===== config.mk =====
export PLATFORM = sky130hd
export DESIGN_NAME = pmm_program_memory_mapper
export DESIGN_NICKNAME = d
export VERILOG_FILES = /design/src/pmm_pkg.sv /design/src/pmm_program_memory_mapper.sv
export SDC_FILE = /design/constraint.sdc
export NUM_CORES = 1
export LEC_CHECK = 0
export BUFFER_PORTS_ARGS = -buffer_cell sky130_fd_sc_hd__buf_2
export CAP_MARGIN = 20
export CORE_UTILIZATION = 25
export DETAILED_ROUTE_END_ITERATION = 8
export HOLD_SLACK_MARGIN = 0.06
export PLACE_DENSITY = 0.65
export SKIP_CTS_REPAIR_TIMING = 1
export SLEW_MARGIN = 30
export SYNTH_ARGS = -nofsm -noshare
export SYNTH_HDL_FRONTEND = slang
export SYNTH_SLANG_ARGS = --single-unit

===== constraint.sdc =====
create_clock -name clk_i -period 0.9 [get_ports clk_i]
set_input_delay 0.045 -clock clk_i [delete_from_list [all_inputs] [get_ports clk_i]]
set_output_delay 0.045 -clock clk_i [all_outputs]
set_load 0.01 [all_outputs]

===== src/pmm_pkg.sv =====
package pmm_pkg;
  // address space geometry
  localparam int unsigned ADDR_W = 24;
  localparam int unsigned BANK_WORDS = 256;
  localparam int unsigned BASE_BANKS = 80;
  localparam int unsigned SWITCH_BANKS = 8;
  localparam int unsigned CACHE_BANKS = 4;
  localparam int unsigned EXT_ADDR_W = 18;
  localparam int unsigned ATTR_W = 4;
  localparam int unsigned WORD_W = 24;
  localparam int unsigned NARROW_W = 16;
  // operating-mode and status bit positions
  localparam int unsigned OMR_MS_BIT = 7;
  localparam int unsigned SR_CE_BIT = 19;
  localparam int unsigned SR_SC_BIT = 13;
  // program map boundaries
  localparam logic [23:0] PRAM_TOP_MS0 = 24'h005000;
  localparam logic [23:0] PRAM_TOP_MS1 = 24'h006000;
  localparam logic [23:0] CACHE_LO_MS0 = 24'h004c00;
  localparam logic [23:0] CACHE_LO_MS1 = 24'h005c00;
  localparam logic [23:0] BOOT_LO = 24'hff0000;
  localparam logic [23:0] BOOT_HI = 24'hff00bf;
  localparam logic [23:0] RSVD_LO = 24'hff00c0;
  localparam logic [23:0] RSVD_HI = 24'hffffff;
  localparam logic [23:0] SC_LIMIT = 24'h00ffff;
  localparam logic [7:0] BOOT_WORDS = 8'hc0;
  // decode targets, one-hot
  typedef enum logic [4:0] {
    PMM_TGT_PRAM = 5'h01,
    PMM_TGT_BOOT = 5'h02,
    PMM_TGT_RSVD = 5'h04,
    PMM_TGT_EXT = 5'h08,
    PMM_TGT_NONE = 5'h10
  } pmm_tgt_e;
endpackage


===== src/pmm_program_memory_mapper.sv =====
`timescale 1ns/10ps
// How it works
// three 24-bit spaces of 16M words mixing internal and external memory
// default program RAM is 80 banks of 256 words from address zero
// memory switch is operating-mode register bit 7
// memory switch set moves 8 X and 8 Y banks into program RAM
// cache enable turns 4 program banks into cache, addresses go external
// switch clear gives 20K internal, external from 5000, 19K with cache
// switch set gives 24K internal, external from 6000, 23K with cache
// cached 1K range not directly reachable, goes to external memory
// FF0000 to FF00BF decode to 192-word bootstrap ROM
// software avoids reserved FF00C0 to FFFFFF
// software sets cache enable before loading program RAM
// external reach 64K in 16-bit, 256K with 18 lines, 4M with attributes
// cache sits at 4C00-4FFF or 5C00-5FFF, routed external
// software clears cache enable before changing the memory switch
// sixteen-bit compat mode limits addresses to FFFF, 16-bit words
// anything not internal, bootstrap or reserved goes external
module pmm_program_memory_mapper
  import pmm_pkg::*;
(
  input wire logic clk_i,
  input wire logic nrst_i,
  input wire logic [23:0] operating_mode_register_i,
  input wire logic [23:0] status_register_i,
  input wire logic req_i,
  input wire logic [ADDR_W-1:0] addr_i,
  output logic sel_pram_o,
  output logic sel_boot_o,
  output logic sel_rsvd_o,
  output logic sel_ext_o,
  output logic [14:0] pram_addr_o,
  output logic [7:0] boot_addr_o,
  output logic [EXT_ADDR_W+ATTR_W-1:0] ext_addr_o,
  output logic [ADDR_W-1:0] pram_words_o,
  output logic [ADDR_W-1:0] ext_base_o,
  output logic cache_active_o,
  output logic wide_words_o
);

  ////////////////////////////////////////////////////////////////////////////
  // reset release through two flops
  logic [1:0] rst_sync_q;
  logic rst_n;
  always_ff @(posedge clk_i or negedge nrst_i) begin
    if (!nrst_i) begin
      rst_sync_q <= 2'h0;
    end else begin
      rst_sync_q <= {rst_sync_q[0], 1'h1};
    end
  end
  assign rst_n = rst_sync_q[1];

  ////////////////////////////////////////////////////////////////////////////
  // mode bits
  logic memory_switch;
  logic cache_en;
  logic sixteen_bit_compat;
  assign memory_switch = operating_mode_register_i[OMR_MS_BIT];
  assign cache_en = status_register_i[SR_CE_BIT];
  assign sixteen_bit_compat = status_register_i[SR_SC_BIT];

  // map limits for the present mode
  logic [23:0] pram_top;
  logic [23:0] cache_lo;
  logic [23:0] int_top;
  always_comb begin
    pram_top = memory_switch ? PRAM_TOP_MS1 : PRAM_TOP_MS0;
    cache_lo = memory_switch ? CACHE_LO_MS1 : CACHE_LO_MS0;
    int_top = cache_en ? cache_lo : pram_top;
  end

  ////////////////////////////////////////////////////////////////////////////
  // target decode
  function automatic pmm_tgt_e decode(input logic [23:0] a, input logic [23:0] top,
                                      input logic sc);
    logic [23:0] ea;
    ea = sc ? (a & SC_LIMIT) : a;
    if (ea < top) begin
      decode = PMM_TGT_PRAM;
    end else if (ea >= BOOT_LO && ea <= BOOT_HI) begin
      decode = PMM_TGT_BOOT;
    end else if (ea >= RSVD_LO && ea <= RSVD_HI) begin
      decode = PMM_TGT_RSVD;
    end else begin
      decode = PMM_TGT_EXT;
    end
  endfunction

  logic [23:0] eff_addr;
  pmm_tgt_e tgt;
  always_comb begin
    eff_addr = sixteen_bit_compat ? (addr_i & SC_LIMIT) : addr_i;
    tgt = req_i ? decode(addr_i, int_top, sixteen_bit_compat) : PMM_TGT_NONE;
  end

  ////////////////////////////////////////////////////////////////////////////
  // registered selects and addresses
  logic sel_pram_q, sel_pram_d, sel_boot_q, sel_boot_d;
  logic sel_rsvd_q, sel_rsvd_d, sel_ext_q, sel_ext_d;
  logic [14:0] pram_addr_q, pram_addr_d;
  logic [7:0] boot_addr_q, boot_addr_d;
  logic [EXT_ADDR_W+ATTR_W-1:0] ext_addr_q, ext_addr_d;
  logic [23:0] pram_words_q, pram_words_d, ext_base_q, ext_base_d;
  logic cache_q, cache_d, wide_q, wide_d;
  always_comb begin
    sel_pram_d = (tgt == PMM_TGT_PRAM);
    sel_boot_d = (tgt == PMM_TGT_BOOT);
    sel_rsvd_d = (tgt == PMM_TGT_RSVD);
    sel_ext_d = (tgt == PMM_TGT_EXT);
    pram_addr_d = eff_addr[14:0];
    boot_addr_d = eff_addr[7:0];
    ext_addr_d = eff_addr[EXT_ADDR_W+ATTR_W-1:0];
    if (sixteen_bit_compat) begin
      ext_addr_d[EXT_ADDR_W+ATTR_W-1:NARROW_W] = '0;
    end
    pram_words_d = int_top;
    ext_base_d = pram_top;
    cache_d = cache_en;
    wide_d = !sixteen_bit_compat;
  end

  always_ff @(posedge clk_i or negedge rst_n) begin
    if (!rst_n) begin
      sel_pram_q <= 1'h0;
      sel_boot_q <= 1'h0;
      sel_rsvd_q <= 1'h0;
      sel_ext_q <= 1'h0;
      pram_addr_q <= 15'h0;
      boot_addr_q <= 8'h0;
      ext_addr_q <= '0;
      pram_words_q <= PRAM_TOP_MS0;
      ext_base_q <= PRAM_TOP_MS0;
      cache_q <= 1'h0;
      wide_q <= 1'h1;
    end else begin
      sel_pram_q <= sel_pram_d;
      sel_boot_q <= sel_boot_d;
      sel_rsvd_q <= sel_rsvd_d;
      sel_ext_q <= sel_ext_d;
      pram_addr_q <= pram_addr_d;
      boot_addr_q <= boot_addr_d;
      ext_addr_q <= ext_addr_d;
      pram_words_q <= pram_words_d;
      ext_base_q <= ext_base_d;
      cache_q <= cache_d;
      wide_q <= wide_d;
    end
  end

  assign sel_pram_o = sel_pram_q;
  assign sel_boot_o = sel_boot_q;
  assign sel_rsvd_o = sel_rsvd_q;
  assign sel_ext_o = sel_ext_q;
  assign pram_addr_o = pram_addr_q;
  assign boot_addr_o = boot_addr_q;
  assign ext_addr_o = ext_addr_q;
  assign pram_words_o = pram_words_q;
  assign ext_base_o = ext_base_q;
  assign cache_active_o = cache_q;
  assign wide_words_o = wide_q;

  ////////////////////////////////////////////////////////////////////////////
  // checks
  property p_pram_range;
    @(posedge clk_i) disable iff (!rst_n)
    (req_i && !sixteen_bit_compat && addr_i < int_top) |=> sel_pram_o;
  endproperty
  a_pram_range: assert property (p_pram_range) else $error("pram miss");

  property p_ms_bank;
    @(posedge clk_i) disable iff (!rst_n)
    (req_i && !sixteen_bit_compat && !cache_en && memory_switch
     && addr_i >= PRAM_TOP_MS0 && addr_i < PRAM_TOP_MS1) |=> sel_pram_o;
  endproperty
  a_ms_bank: assert property (p_ms_bank) else $error("switched banks not internal");

  property p_cache_ext;
    @(posedge clk_i) disable iff (!rst_n)
    (req_i && !sixteen_bit_compat && cache_en && addr_i >= cache_lo && addr_i < pram_top)
      |=> (sel_ext_o && !sel_pram_o);
  endproperty
  a_cache_ext: assert property (p_cache_ext) else $error("cache range not external");

  property p_ext_base;
    @(posedge clk_i) disable iff (!rst_n)
    (req_i && !sixteen_bit_compat && addr_i == pram_top) |=> sel_ext_o;
  endproperty
  a_ext_base: assert property (p_ext_base) else $error("external base wrong");

  // switched map: 24K internal, or 23K with cache, external from 6000
  property p_size;
    @(posedge clk_i) disable iff (!rst_n)
    memory_switch |=> (ext_base_o == PRAM_TOP_MS1
      && pram_words_o == ($past(cache_en) ? CACHE_LO_MS1 : PRAM_TOP_MS1));
  endproperty
  a_size: assert property (p_size) else $error("program size wrong");

  property p_boot;
    @(posedge clk_i) disable iff (!rst_n)
    (req_i && !sixteen_bit_compat && addr_i >= BOOT_LO && addr_i <= BOOT_HI)
      |=> (sel_boot_o && boot_addr_o < BOOT_WORDS);
  endproperty
  a_boot: assert property (p_boot) else $error("boot decode wrong");

  property p_onehot;
    @(posedge clk_i) disable iff (!rst_n)
    $onehot0({sel_pram_o, sel_boot_o, sel_rsvd_o, sel_ext_o});
  endproperty
  a_onehot: assert property (p_onehot) else $error("multiple selects");

  property p_sc_limit;
    @(posedge clk_i) disable iff (!rst_n)
    (req_i && sixteen_bit_compat) |=> (!sel_boot_o && !sel_rsvd_o && !wide_words_o
      && ext_addr_o[EXT_ADDR_W+ATTR_W-1:NARROW_W] == '0);
  endproperty
  a_sc_limit: assert property (p_sc_limit) else $error("compat limit broken");

  c_cache_hit: cover property (@(posedge clk_i) disable iff (!rst_n)
    req_i && cache_en && addr_i == cache_lo);
  c_ms_on: cover property (@(posedge clk_i) disable iff (!rst_n)
    req_i && memory_switch && !cache_en && addr_i == PRAM_TOP_MS0);
  c_boot: cover property (@(posedge clk_i) disable iff (!rst_n) sel_boot_o);

endmodule // pmm_program_memory_mapper


==> out/results.ini, run 1 <==
[sta]
worst_slack_ns=-0.142
grt_setup_unrepaired=true
slew_viol_final=0
period_share_pct=116
hold_viol_final=0
clock.fmax_mhz=959
fin_setup_tns_ns=-0.423
period_needed_ns=1.04
holdWs_ns=0.0624
setup-violations-final=5
clock_skew_ns=0.0113

[logic_synthesis]
syn_area_mm2=0.00164
avgSynthCellArea_um2=11.6
synth_cell_type_count=22
ys_seq_elements=34
netlist_instances=141
synth_seq_area_share_pct=52.2
synth_warnings=0

[detailed_routing]
drt-vias-per-instance=3.61
drt_iter0_markers=11
drc=0
routedWlPerCell_um=10.6
via_count=1177
drt_wl_total_um=3460
final_antenna_net_count=0
first_pass_iters=4

[cells_and_area]
multi_input_area_um2=444
drive_gt1_share_pct=48.2
ff_latch_area_um2=856
layout.nets=327
syn_to_final_growth_pct=45.8
nFillCells=626
design_area_mm2=0.00239
instances_no_fill=326
insertedDiodeCount=0

[clock_tree]
clk_pin_slew_ns=0.07
cts-buffers-inserted=5
cts_root_buf=clkbuf_8
clk_path_buf_depth=2
clkSinkCount=34
cts_tree=yes
htreeDepth=2
insertion_delay_ns=0.29

[global_routing]
grt_pass1_vias=970
grt_overflow=0
track_usage_pct=9.47
antenna_found_initial=0
grt_max_degree=33
grt_pass1_wl_um=4930

[floorplan]
ios=174
core_mm2=0.00635
die_x_um=82.9
initial_core_util_pct=25.8
dieArea_mm2=0.00688
die_height_um=82.9
row_count=29

[placed_design]
gp_congestion=0.673
dp.cells=292
dpl.hpwl_um=2630
port_buffers=86
place_ws_ns=-0.654
dpl_cell_area_mm2=0.00196

[min_path]
hold_end=wide_words_o$_DFF_PN1_
whs_path_depth=3
min_path_type=in2reg
min_from=status_register_i[13]

[critical_path]
path_class=in2reg
worst_r2r_startpoint=rst_sync_q[0]$_DFF_PN0_
cp-start-kind=input pin
r2r_end=rst_sync_q[1]$_DFF_PN0_
critPathArrivalTime_ns=1.27
cp.required_ns=1.13
crit_path_end_kind=flip-flop
rr_worst_depth=0
r2r_slack_ns=0.43
cp_max_fo=2

[run_status]
outcome=complete, but fails checks
violations=setup timing

[pwr]
leakagePower_uw=0.00126
irDropWorstVdd_v=0.000630
power.density_mw_per_mm2=1520

[run]
max_cap_violations=0

[critical path, stage by stage]
cell	delay, ns
buf_12	0.09
inv_12	0.03
ha_4	0.26
inv_4	0.03
ha_4	0.20
o21a_1	0.18
o21ai_2	0.14
a2bb2oi_2	0.16
and2_1	0.14
[flip-flops by register name, indices dropped and copies added (netlist names)]
register	cells
ext_addr_o	22
sel_ext_o	1
pram_words_o	3
sel_rsvd_o	1
ext_base_o	2
sel_pram_o	1
rst_sync_q	2
wide_words_o	1
sel_boot_o	1
[area by class of cell]
| cell class | instances | share of cell area [%] |
|---|---|---|
| Timing Repair Buffer | 126 | 35.5 |
| Tap cell | 77 | 4.03 |
| Sequential cell | 34 | 35.8 |
| Clock buffer | 8 | 4.61 |
| Multi-Input combinational cell | 76 | 18.6 |
| Inverter | 5 | 1.41 |
[stage by stage]
stage	power [µW]	utilization, %
CTS	3570	32.6
global route	3840	37.6
detailed placement	2240	30.9
floorplan	2150	-
global placement	2230	30.9
finish	3640	37.6
[synthesized netlist by cell type]
cell	count	share of area, %
ha_1	4	3.1
nand4b_1	1	0.53
nor2b_1	6	2.3
nand3_1	3	0.92
a2bb2oi_2	1	0.92
nor3_1	2	0.61
nand2_1	3	0.69
and2_1	1	0.38
dfstp_2	3	4.8
o21a_1	1	0.46
inv_1	5	1.1
nand2b_1	1	0.38
a2111oi_4	1	1.7
nand2b_4	1	0.84
nor4_1	3	1.1
dfrtp_1	31	47
and3_1	1	0.38
nor2_1	2	0.46
buf_4	67	31
o21ai_0	1	0.31
conb_1	2	0.46
nor3b_1	1	0.46
[where the power goes]
| part | internal, µW | switching (µW) | total [µW] | leakage, µW |
|---|---|---|---|---|
| combinational | 343 | 354 | 697 | 0.000799 |
| sequential | 1610 | 33.6 | 1650 | 0.000407 |
| clock | 772 | 524 | 1300 | 0.0000575 |
[kinds of logic (layout without fill, tap and decap cells)]
group                      count (synthesis)  count (layout)  share of synthesized area, %
AOI/OAI and AO/OA                          4               4                          3.36
adders and majority gates                  4               4                          3.06
buffers and inverters                     72             139                          31.9
DFF                                       34              34                          52.2
other                                      2              43                         0.459
and+or+nand+nor                           25              25                          9.09
[worst max-delay path by stage]
stage	from	to	slack [ns]	cells after the start
after floorplan	status_register_i[19]	sel_pram_o$_DFF_PN0_	-0.34	8
after global placement	status_register_i[19]	sel_pram_o$_DFF_PN0_	-0.58	9
after detailed placement	status_register_i[19]	sel_pram_o$_DFF_PN0_	-0.65	9
after CTS	status_register_i[19]	sel_pram_o$_DFF_PN0_	-0.36	9
after global routing	status_register_i[19]	sel_pram_o$_DFF_PN0_	-0.20	9
final	status_register_i[19]	sel_pram_o$_DFF_PN0_	-0.14	9
[cells in the final DEF, fill, tap and decap left out, drive strengths merged]
cell type / instances
conb: 43
nand2: 3
nor4: 3
buf: 100
a2bb2oi: 1
dfrtp: 31
a2111oi: 1
ha: 4
nand2b: 2
o21a: 1
dfstp: 3
nor2: 2
clkbuf: 8
o21ai: 1
nand4b: 1
nor3: 2
nor2b: 6
and2: 1
nor3b: 1
nand3: 3
and3: 1
dlygate4sd3: 26
inv: 5
[routing by layer]
| metal | vias to the layer above | part of all wire (%) | track usage, % |
|---|---|---|---|
| met5 | - | 0 | 0 |
| met4 | 0 | 1.6 | 5.17 |
| met3 | 5 | 8.7 | 2.58 |
| met2 | 86 | 53 | 16.2 |
| met1 | 540 | 37 | 10.7 |
| li1 | 546 | - | - |
Power figures use the tool's default switching activity.
==> inputs of run 2 (changes only) <==
==> constraint.sdc (replaced) <==
create_clock -name clk_i -period 0.9 [get_ports clk_i]
set_input_delay 0.09 -clock clk_i [delete_from_list [all_inputs] [get_ports clk_i]]
set_output_delay 0.09 -clock clk_i [all_outputs]
set_load 0.01 [all_outputs]
==> run 2 against run 1 <==
Sequential power about the same. First-iteration DRC count increased to 3.0 times the previous value. Register-to-register slack about the same. Highest routed layer unchanged. Clock power about the same. Via count decreased by 1.1%. The flow still finishes with violations (setup timing). Wire length decreased by 3.7%. Core utilization decreased by 0.73 points.
==> out/results.ini, run 2 (same netlist as run 1, synthesis figures left out) <==
[critical_path]
crit_chain=buf_12 > inv_12 > ha_4 > inv_2 > ha_4 > o21a_1 > o21ai_2 > a2bb2oi_2 > and2_1  ; was buf_12 > inv_12 > ha_4 > inv_4 > ha_4 > o21a_1 > o21ai_2 > a2bb2oi_2 > and2_1
cp_num_cells=9  ; unchanged
critical_path_buf_inv_count=3  ; unchanged
worst_r2r_startpoint=rst_sync_q[0]$_DFF_PN0_  ; unchanged
slowest_stage=ha_4  ; unchanged
startpoint=status_register_i[19]  ; unchanged
r2r_slack_ns=0.43  ; about the same
cp-start-kind=input pin  ; unchanged
r2r_end=rst_sync_q[1]$_DFF_PN0_  ; unchanged
crit_path_end_kind=flip-flop  ; unchanged
critPathArrivalTime_ns=1.34  ; was 1.27 ns
cp.required_ns=1.12  ; was 1.13 ns
cpPeakStageDelay_ns=0.26  ; about the same
rr_worst_depth=0  ; unchanged
path_class=in2reg  ; unchanged
cp_max_fo=2  ; unchanged
cp_top_family=compound AO/OA/AOI/OAI gates  ; unchanged
crit_top_cell=ha_4  ; unchanged

[min_path]
min_path_type=in2reg  ; unchanged
hold_end=sel_boot_o$_DFF_PN0_  ; was wide_words_o$_DFF_PN1_
whs_path_depth=3  ; unchanged
min_from=req_i  ; was status_register_i[13]

[detailed_routing]
drt-vias-per-instance=3.64  ; was 3.61
final_antenna_net_count=0  ; unchanged
via_count=1164  ; was 1,177
drt_iter0_markers=33  ; was 11
first_pass_iters=4  ; unchanged
routedWlPerCell_um=10.4  ; was 10.6 µm
drc=0  ; unchanged
drt_wl_total_um=3340  ; was 3460 µm

[cells_and_area]
design_area_mm2=0.00234  ; was 0.00239 mm²
insertedDiodeCount=0  ; unchanged
syn_to_final_growth_pct=43.0  ; was 45.8%
largest_reg_flops=22  ; unchanged
layout.cells.most_common=buf_2  ; unchanged
drive_gt1_share_pct=49.8  ; was 48.2%
final_cell_mix=78 x buf_2, 43 x conb_1, 30 x dfrtp_1  ; was 81 x buf_2, 43 x conb_1, 30 x dfrtp_1
layout.nets=321  ; was 327

[sta]
period_needed_ns=1.13  ; was 1.04 ns
worst_slack_ns=-0.225  ; was -0.142 ns
setup-violations-final=5  ; unchanged
slew_viol_final=0  ; unchanged
clock_skew_ns=0.00536  ; was 0.0113 ns
grt_setup_unrepaired=true  ; unchanged
clock.fmax_mhz=889  ; was 959 MHz
hold_viol_final=0  ; unchanged
period_share_pct=125  ; was 116%
fin_setup_tns_ns=-0.719  ; was -0.423 ns

[clock_tree]
cts-buffers-inserted=5  ; unchanged
clkSinkCount=34  ; unchanged
clk_path_buf_depth=2  ; unchanged
cts_tree=yes  ; unchanged
cts_root_buf=clkbuf_8  ; unchanged
clk_pin_slew_ns=0.07  ; about the same
insertion_delay_ns=0.27  ; was 0.29 ns
htreeDepth=2  ; unchanged

[global_routing]
grt_pass1_vias=995  ; was 970
grt_max_degree=33  ; unchanged
grt_pass1_wl_um=4930  ; about the same
track_usage_pct=9.32  ; was 9.47%
antenna_found_initial=0  ; unchanged
grt_overflow=0  ; unchanged

[run_status]
outcome=complete, but fails checks  ; unchanged
violations=setup timing  ; unchanged

[pwr]
power.density_mw_per_mm2=1540  ; was 1520 mW/mm²
irDropWorstVdd_v=0.000912  ; was 0.000630 V
leakagePower_uw=0.00124  ; was 0.00126 µW
power_uw=3600  ; was 3640 µW

[floorplan]
ios=174  ; unchanged
die_height_um=82.9  ; unchanged
die_x_um=82.9  ; unchanged
initial_core_util_pct=25.8  ; unchanged
row_count=29  ; unchanged
core_mm2=0.00635  ; unchanged
dieArea_mm2=0.00688  ; unchanged

[placed_design]
dpl_cell_area_mm2=0.00197  ; was 0.00196 mm²
port_buffers=86  ; unchanged
place_ws_ns=-0.714  ; was -0.654 ns
dpl.hpwl_um=2650  ; was 2630 µm
gp_congestion=0.673  ; about the same

[run]
max_cap_violations=0  ; unchanged

-- run 2: cell types whose count changed in the layout (fill, tap and decap cells not counted), sizes merged --
cell         delta
buf             +1
dlygate4sd3     -7
-- run 2: per-layer routing --
metal	wire (µm)	up-vias	track usage [%]
met5	0	-	0
met4	74	0	4.70
met3	341	9	2.88
met2	1710	90	16.4
met1	1210	528	10.0
li1	-	537	-
-- run 2: worst max path at each step --
stage | endpoint | slack (ns)
final | sel_pram_o$_DFF_PN0_ | -0.23
after global routing | sel_pram_o$_DFF_PN0_ | -0.26
after CTS | sel_pram_o$_DFF_PN0_ | -0.43
after detailed placement | sel_pram_o$_DFF_PN0_ | -0.71
after global placement | sel_pram_o$_DFF_PN0_ | -0.63
after floorplan | sel_pram_o$_DFF_PN0_ | -0.39
-- run 2: stage by stage --
| step | cells | util, % | hold WS (ns) |
|---|---|---|---|
| after global routing | 320 | 36.9 | 0.0678 |
| after global placement | 293 | 31.0 | -0.125 |
| final | 320 | 36.9 | 0.0572 |
| after floorplan | 182 | - | -0.206 |
| after CTS | 301 | 32.7 | -0.418 |
| after detailed placement | 293 | 31.0 | -0.123 |
-- run 2: final cells by class --
class / count / area, µm²
Tap cell: 77 / 96.3
Multi-Input combinational cell: 76 / 444
Inverter: 5 / 31.3
Sequential cell: 34 / 856
Fill cell: 636 / 4010
Timing Repair Buffer: 120 / 805
Clock buffer: 8 / 110
-- run 2: where the power goes --
part	total, µW	switching, µW	internal (µW)
Combinational	683	350	333
Clock	1270	502	772
Sequential	1650	35.1	1610
-- run 2: tightest hold or removal path, delay by kind of cell --
family / cells / cell delay [ns]
buf+inv: 1 / 0.12
simple gates: 2 / 0.08
==> inputs of run 3 (changes only) <==
--- a/config.mk
+++ b/config.mk
@@ -16,3 +16,4 @@
 export SYNTH_ARGS = -nofsm -noshare
 export SYNTH_HDL_FRONTEND = slang
 export SYNTH_SLANG_ARGS = --single-unit
+export TNS_END_PERCENT = 1
==> run 3 against run 2 <==
The flow still finishes with violations (setup timing). First-iteration DRC count is 70% lower. Die area stayed put. Sequential share of layout area is 0.092 points lower. Power is 3.8% lower. Cell count is 0.94% higher. Sequential power hardly changed. Highest routed layer unchanged.
==> out/results.ini, run 3 (same netlist as run 1, synthesis figures left out) <==
[run_status]
outcome=complete, but fails checks  ; unchanged
violations=setup timing  ; unchanged

[floorplan]
die_height_um=82.9  ; unchanged
initial_core_util_pct=25.8  ; unchanged
ios=174  ; unchanged
core_mm2=0.00635  ; unchanged
dieArea_mm2=0.00688  ; unchanged
row_count=29  ; unchanged
die_x_um=82.9  ; unchanged

[global_routing]
grtUsageMet1_pct=10.3  ; was 10.0%
track_usage_pct=9.39  ; was 9.32%
grt_overflow=0  ; unchanged
antenna_found_initial=0  ; unchanged
use_met2_pct=16.0  ; was 16.4%
grt_pass1_wl_um=4820  ; was 4930 µm
grt_max_degree=33  ; unchanged
grt_pass1_vias=956  ; was 995
grt_busiest_layer=met2  ; unchanged
use_met3_pct=3.28  ; was 2.88%

[detailed_routing]
drt-vias-per-instance=3.64  ; about the same
drt_wl_total_um=3410  ; was 3340 µm
drt_iter0_markers=10  ; was 33
first_pass_iters=3  ; was 4
drc=0  ; unchanged
routedWlPerCell_um=10.6  ; was 10.4 µm
via_count=1176  ; was 1,164
final_antenna_net_count=0  ; unchanged

[cells_and_area]
drive_gt1_share_pct=49.2  ; was 49.8%
nFillCells=622  ; was 636
insertedDiodeCount=0  ; unchanged
largest_reg_flops=22  ; unchanged
layout.cells.most_common=buf_2  ; unchanged
instances_no_fill=323  ; was 320
multi_input_area_um2=449  ; was 444 µm²
ff_latch_area_um2=855  ; was 856 µm²
final_cell_mix=80 x buf_2, 43 x conb_1, 31 x dfrtp_1  ; was 78 x buf_2, 43 x conb_1, 30 x dfrtp_1
design_area_mm2=0.00234  ; about the same
syn_to_final_growth_pct=43.2  ; was 43.0%
layout.nets=324  ; was 321

[critical_path]
cpPeakStageDelay_ns=0.27  ; was 0.26 ns
slowest_stage=ha_4  ; unchanged
cp_max_fo=2  ; unchanged
cp-start-kind=input pin  ; unchanged
crit_chain=buf_12 > inv_12 > ha_4 > inv_4 > ha_4 > o21a_1 > o21ai_2 > a2bb2oi_2 > and2_1  ; was buf_12 > inv_12 > ha_4 > inv_2 > ha_4 > o21a_1 > o21ai_2 > a2bb2oi_2 > and2_1
crit_path_end_kind=flip-flop  ; unchanged
critical_path_buf_inv_count=3  ; unchanged
path_class=in2reg  ; unchanged
cp_top_family=compound AO/OA/AOI/OAI gates  ; unchanged
crit_top_cell=ha_4  ; unchanged
critPathArrivalTime_ns=1.32  ; was 1.34 ns
cp.required_ns=1.12  ; about the same

[clock_tree]
cts-buffers-inserted=5  ; unchanged
clk_path_buf_depth=2  ; unchanged
insertion_delay_ns=0.28  ; was 0.27 ns
cts_tree=yes  ; unchanged
clk_pin_slew_ns=0.07  ; about the same
clkSinkCount=34  ; unchanged
cts_root_buf=clkbuf_8  ; unchanged
htreeDepth=2  ; unchanged

[sta]
clock_skew_ns=0.00252  ; was 0.00536 ns
worst_slack_ns=-0.195  ; was -0.225 ns
clock.fmax_mhz=913  ; was 889 MHz
slew_viol_final=0  ; unchanged
period_share_pct=122  ; was 125%
period_needed_ns=1.10  ; was 1.13 ns
hold_viol_final=0  ; unchanged
holdWs_ns=0.0833  ; was 0.0572 ns
setup-violations-final=15  ; was 5
grt_setup_unrepaired=true  ; unchanged

[pwr]
irDropWorstVdd_v=0.000901  ; was 0.000912 V
leakagePower_uw=0.00125  ; was 0.00124 µW
power.density_mw_per_mm2=1480  ; was 1540 mW/mm²

[run]
max_cap_violations=0  ; unchanged

[placed_design]
dpl.hpwl_um=2620  ; was 2650 µm
dpl_cell_area_mm2=0.00197  ; about the same
dp.cells=294  ; was 293
gp_congestion=0.707  ; was 0.673
port_buffers=86  ; unchanged

[min_path]
min_path_type=in2reg  ; unchanged

-- run 3: changes by cell type in the layout (fill, tap and decap cells not counted), sizes merged --
cell | previous run | this run
dlygate4sd3 | 19 | 21
buf | 101 | 102
clkbuf | 8 | 7
clkinv | 0 | 1
-- run 3: final timing paths --
kind	startpoint	end	slack (ns)	cells past startpoint
max reg2reg	rst_sync_q[0]$_DFF_PN0_	rst_sync_q[1]$_DFF_PN0_	0.43	0
max in group asynchronous	rst_sync_q[1]$_DFF_PN0_	wide_words_o$_DFF_PN1_	0.44	1
max	status_register_i[19]	sel_pram_o$_DFF_PN0_	-0.20	9
min	addr_i[15]	ext_addr_o[15]$_DFF_PN0_	0.08	2
min reg2reg	rst_sync_q[1]$_DFF_PN0_	ext_addr_o[4]$_DFF_PN0_	0.22	1
min in group asynchronous	nrst_i	rst_sync_q[0]$_DFF_PN0_	0.13	2
-- run 3: routing by layer --
metal | vias to the layer above | share of wire, %
met5 | - | 0
met3 | 4 | 8.0
met1 | 547 | 37
met2 | 82 | 53
li1 | 543 | -
met4 | 0 | 1.6
-- run 3: area by class of cell --
| type | count | share of cell area (%) |
|---|---|---|
| clock inverters | 1 | 0.213 |
| flip-flops and latches | 34 | 36.4 |
| inverters | 5 | 1.44 |
| multi-input cells | 76 | 19.2 |
| clock buffers | 7 | 3.68 |
| repair buffers | 123 | 35.0 |
| well taps | 77 | 4.11 |
-- run 3: report_power, final --
group          leakage (µW)  total [µW]  internal [µW]  switching [µW]
logic              0.000792         683            336             347
registers          0.000408        1650           1610            37.1
clock network     0.0000482        1140            616             520
-- run 3: per-stage QoR --
| step | setup TNS [ns] | power, µW | setup slack, ns | utilization [%] |
|---|---|---|---|---|
| 2_1_floorplan | -3.98 | 2150 | -0.389 | - |
| 3_3_place_gp | -1.47 | 2240 | -0.632 | 31.1 |
| 3_5_place_dp | -1.53 | 2250 | -0.660 | 31.1 |
| 4_1_cts | -1.59 | 3410 | -0.372 | 32.5 |
| 5_1_grt | -2.48 | 3680 | -0.249 | 36.9 |
| 6_report | -0.734 | 3470 | -0.195 | 36.9 |
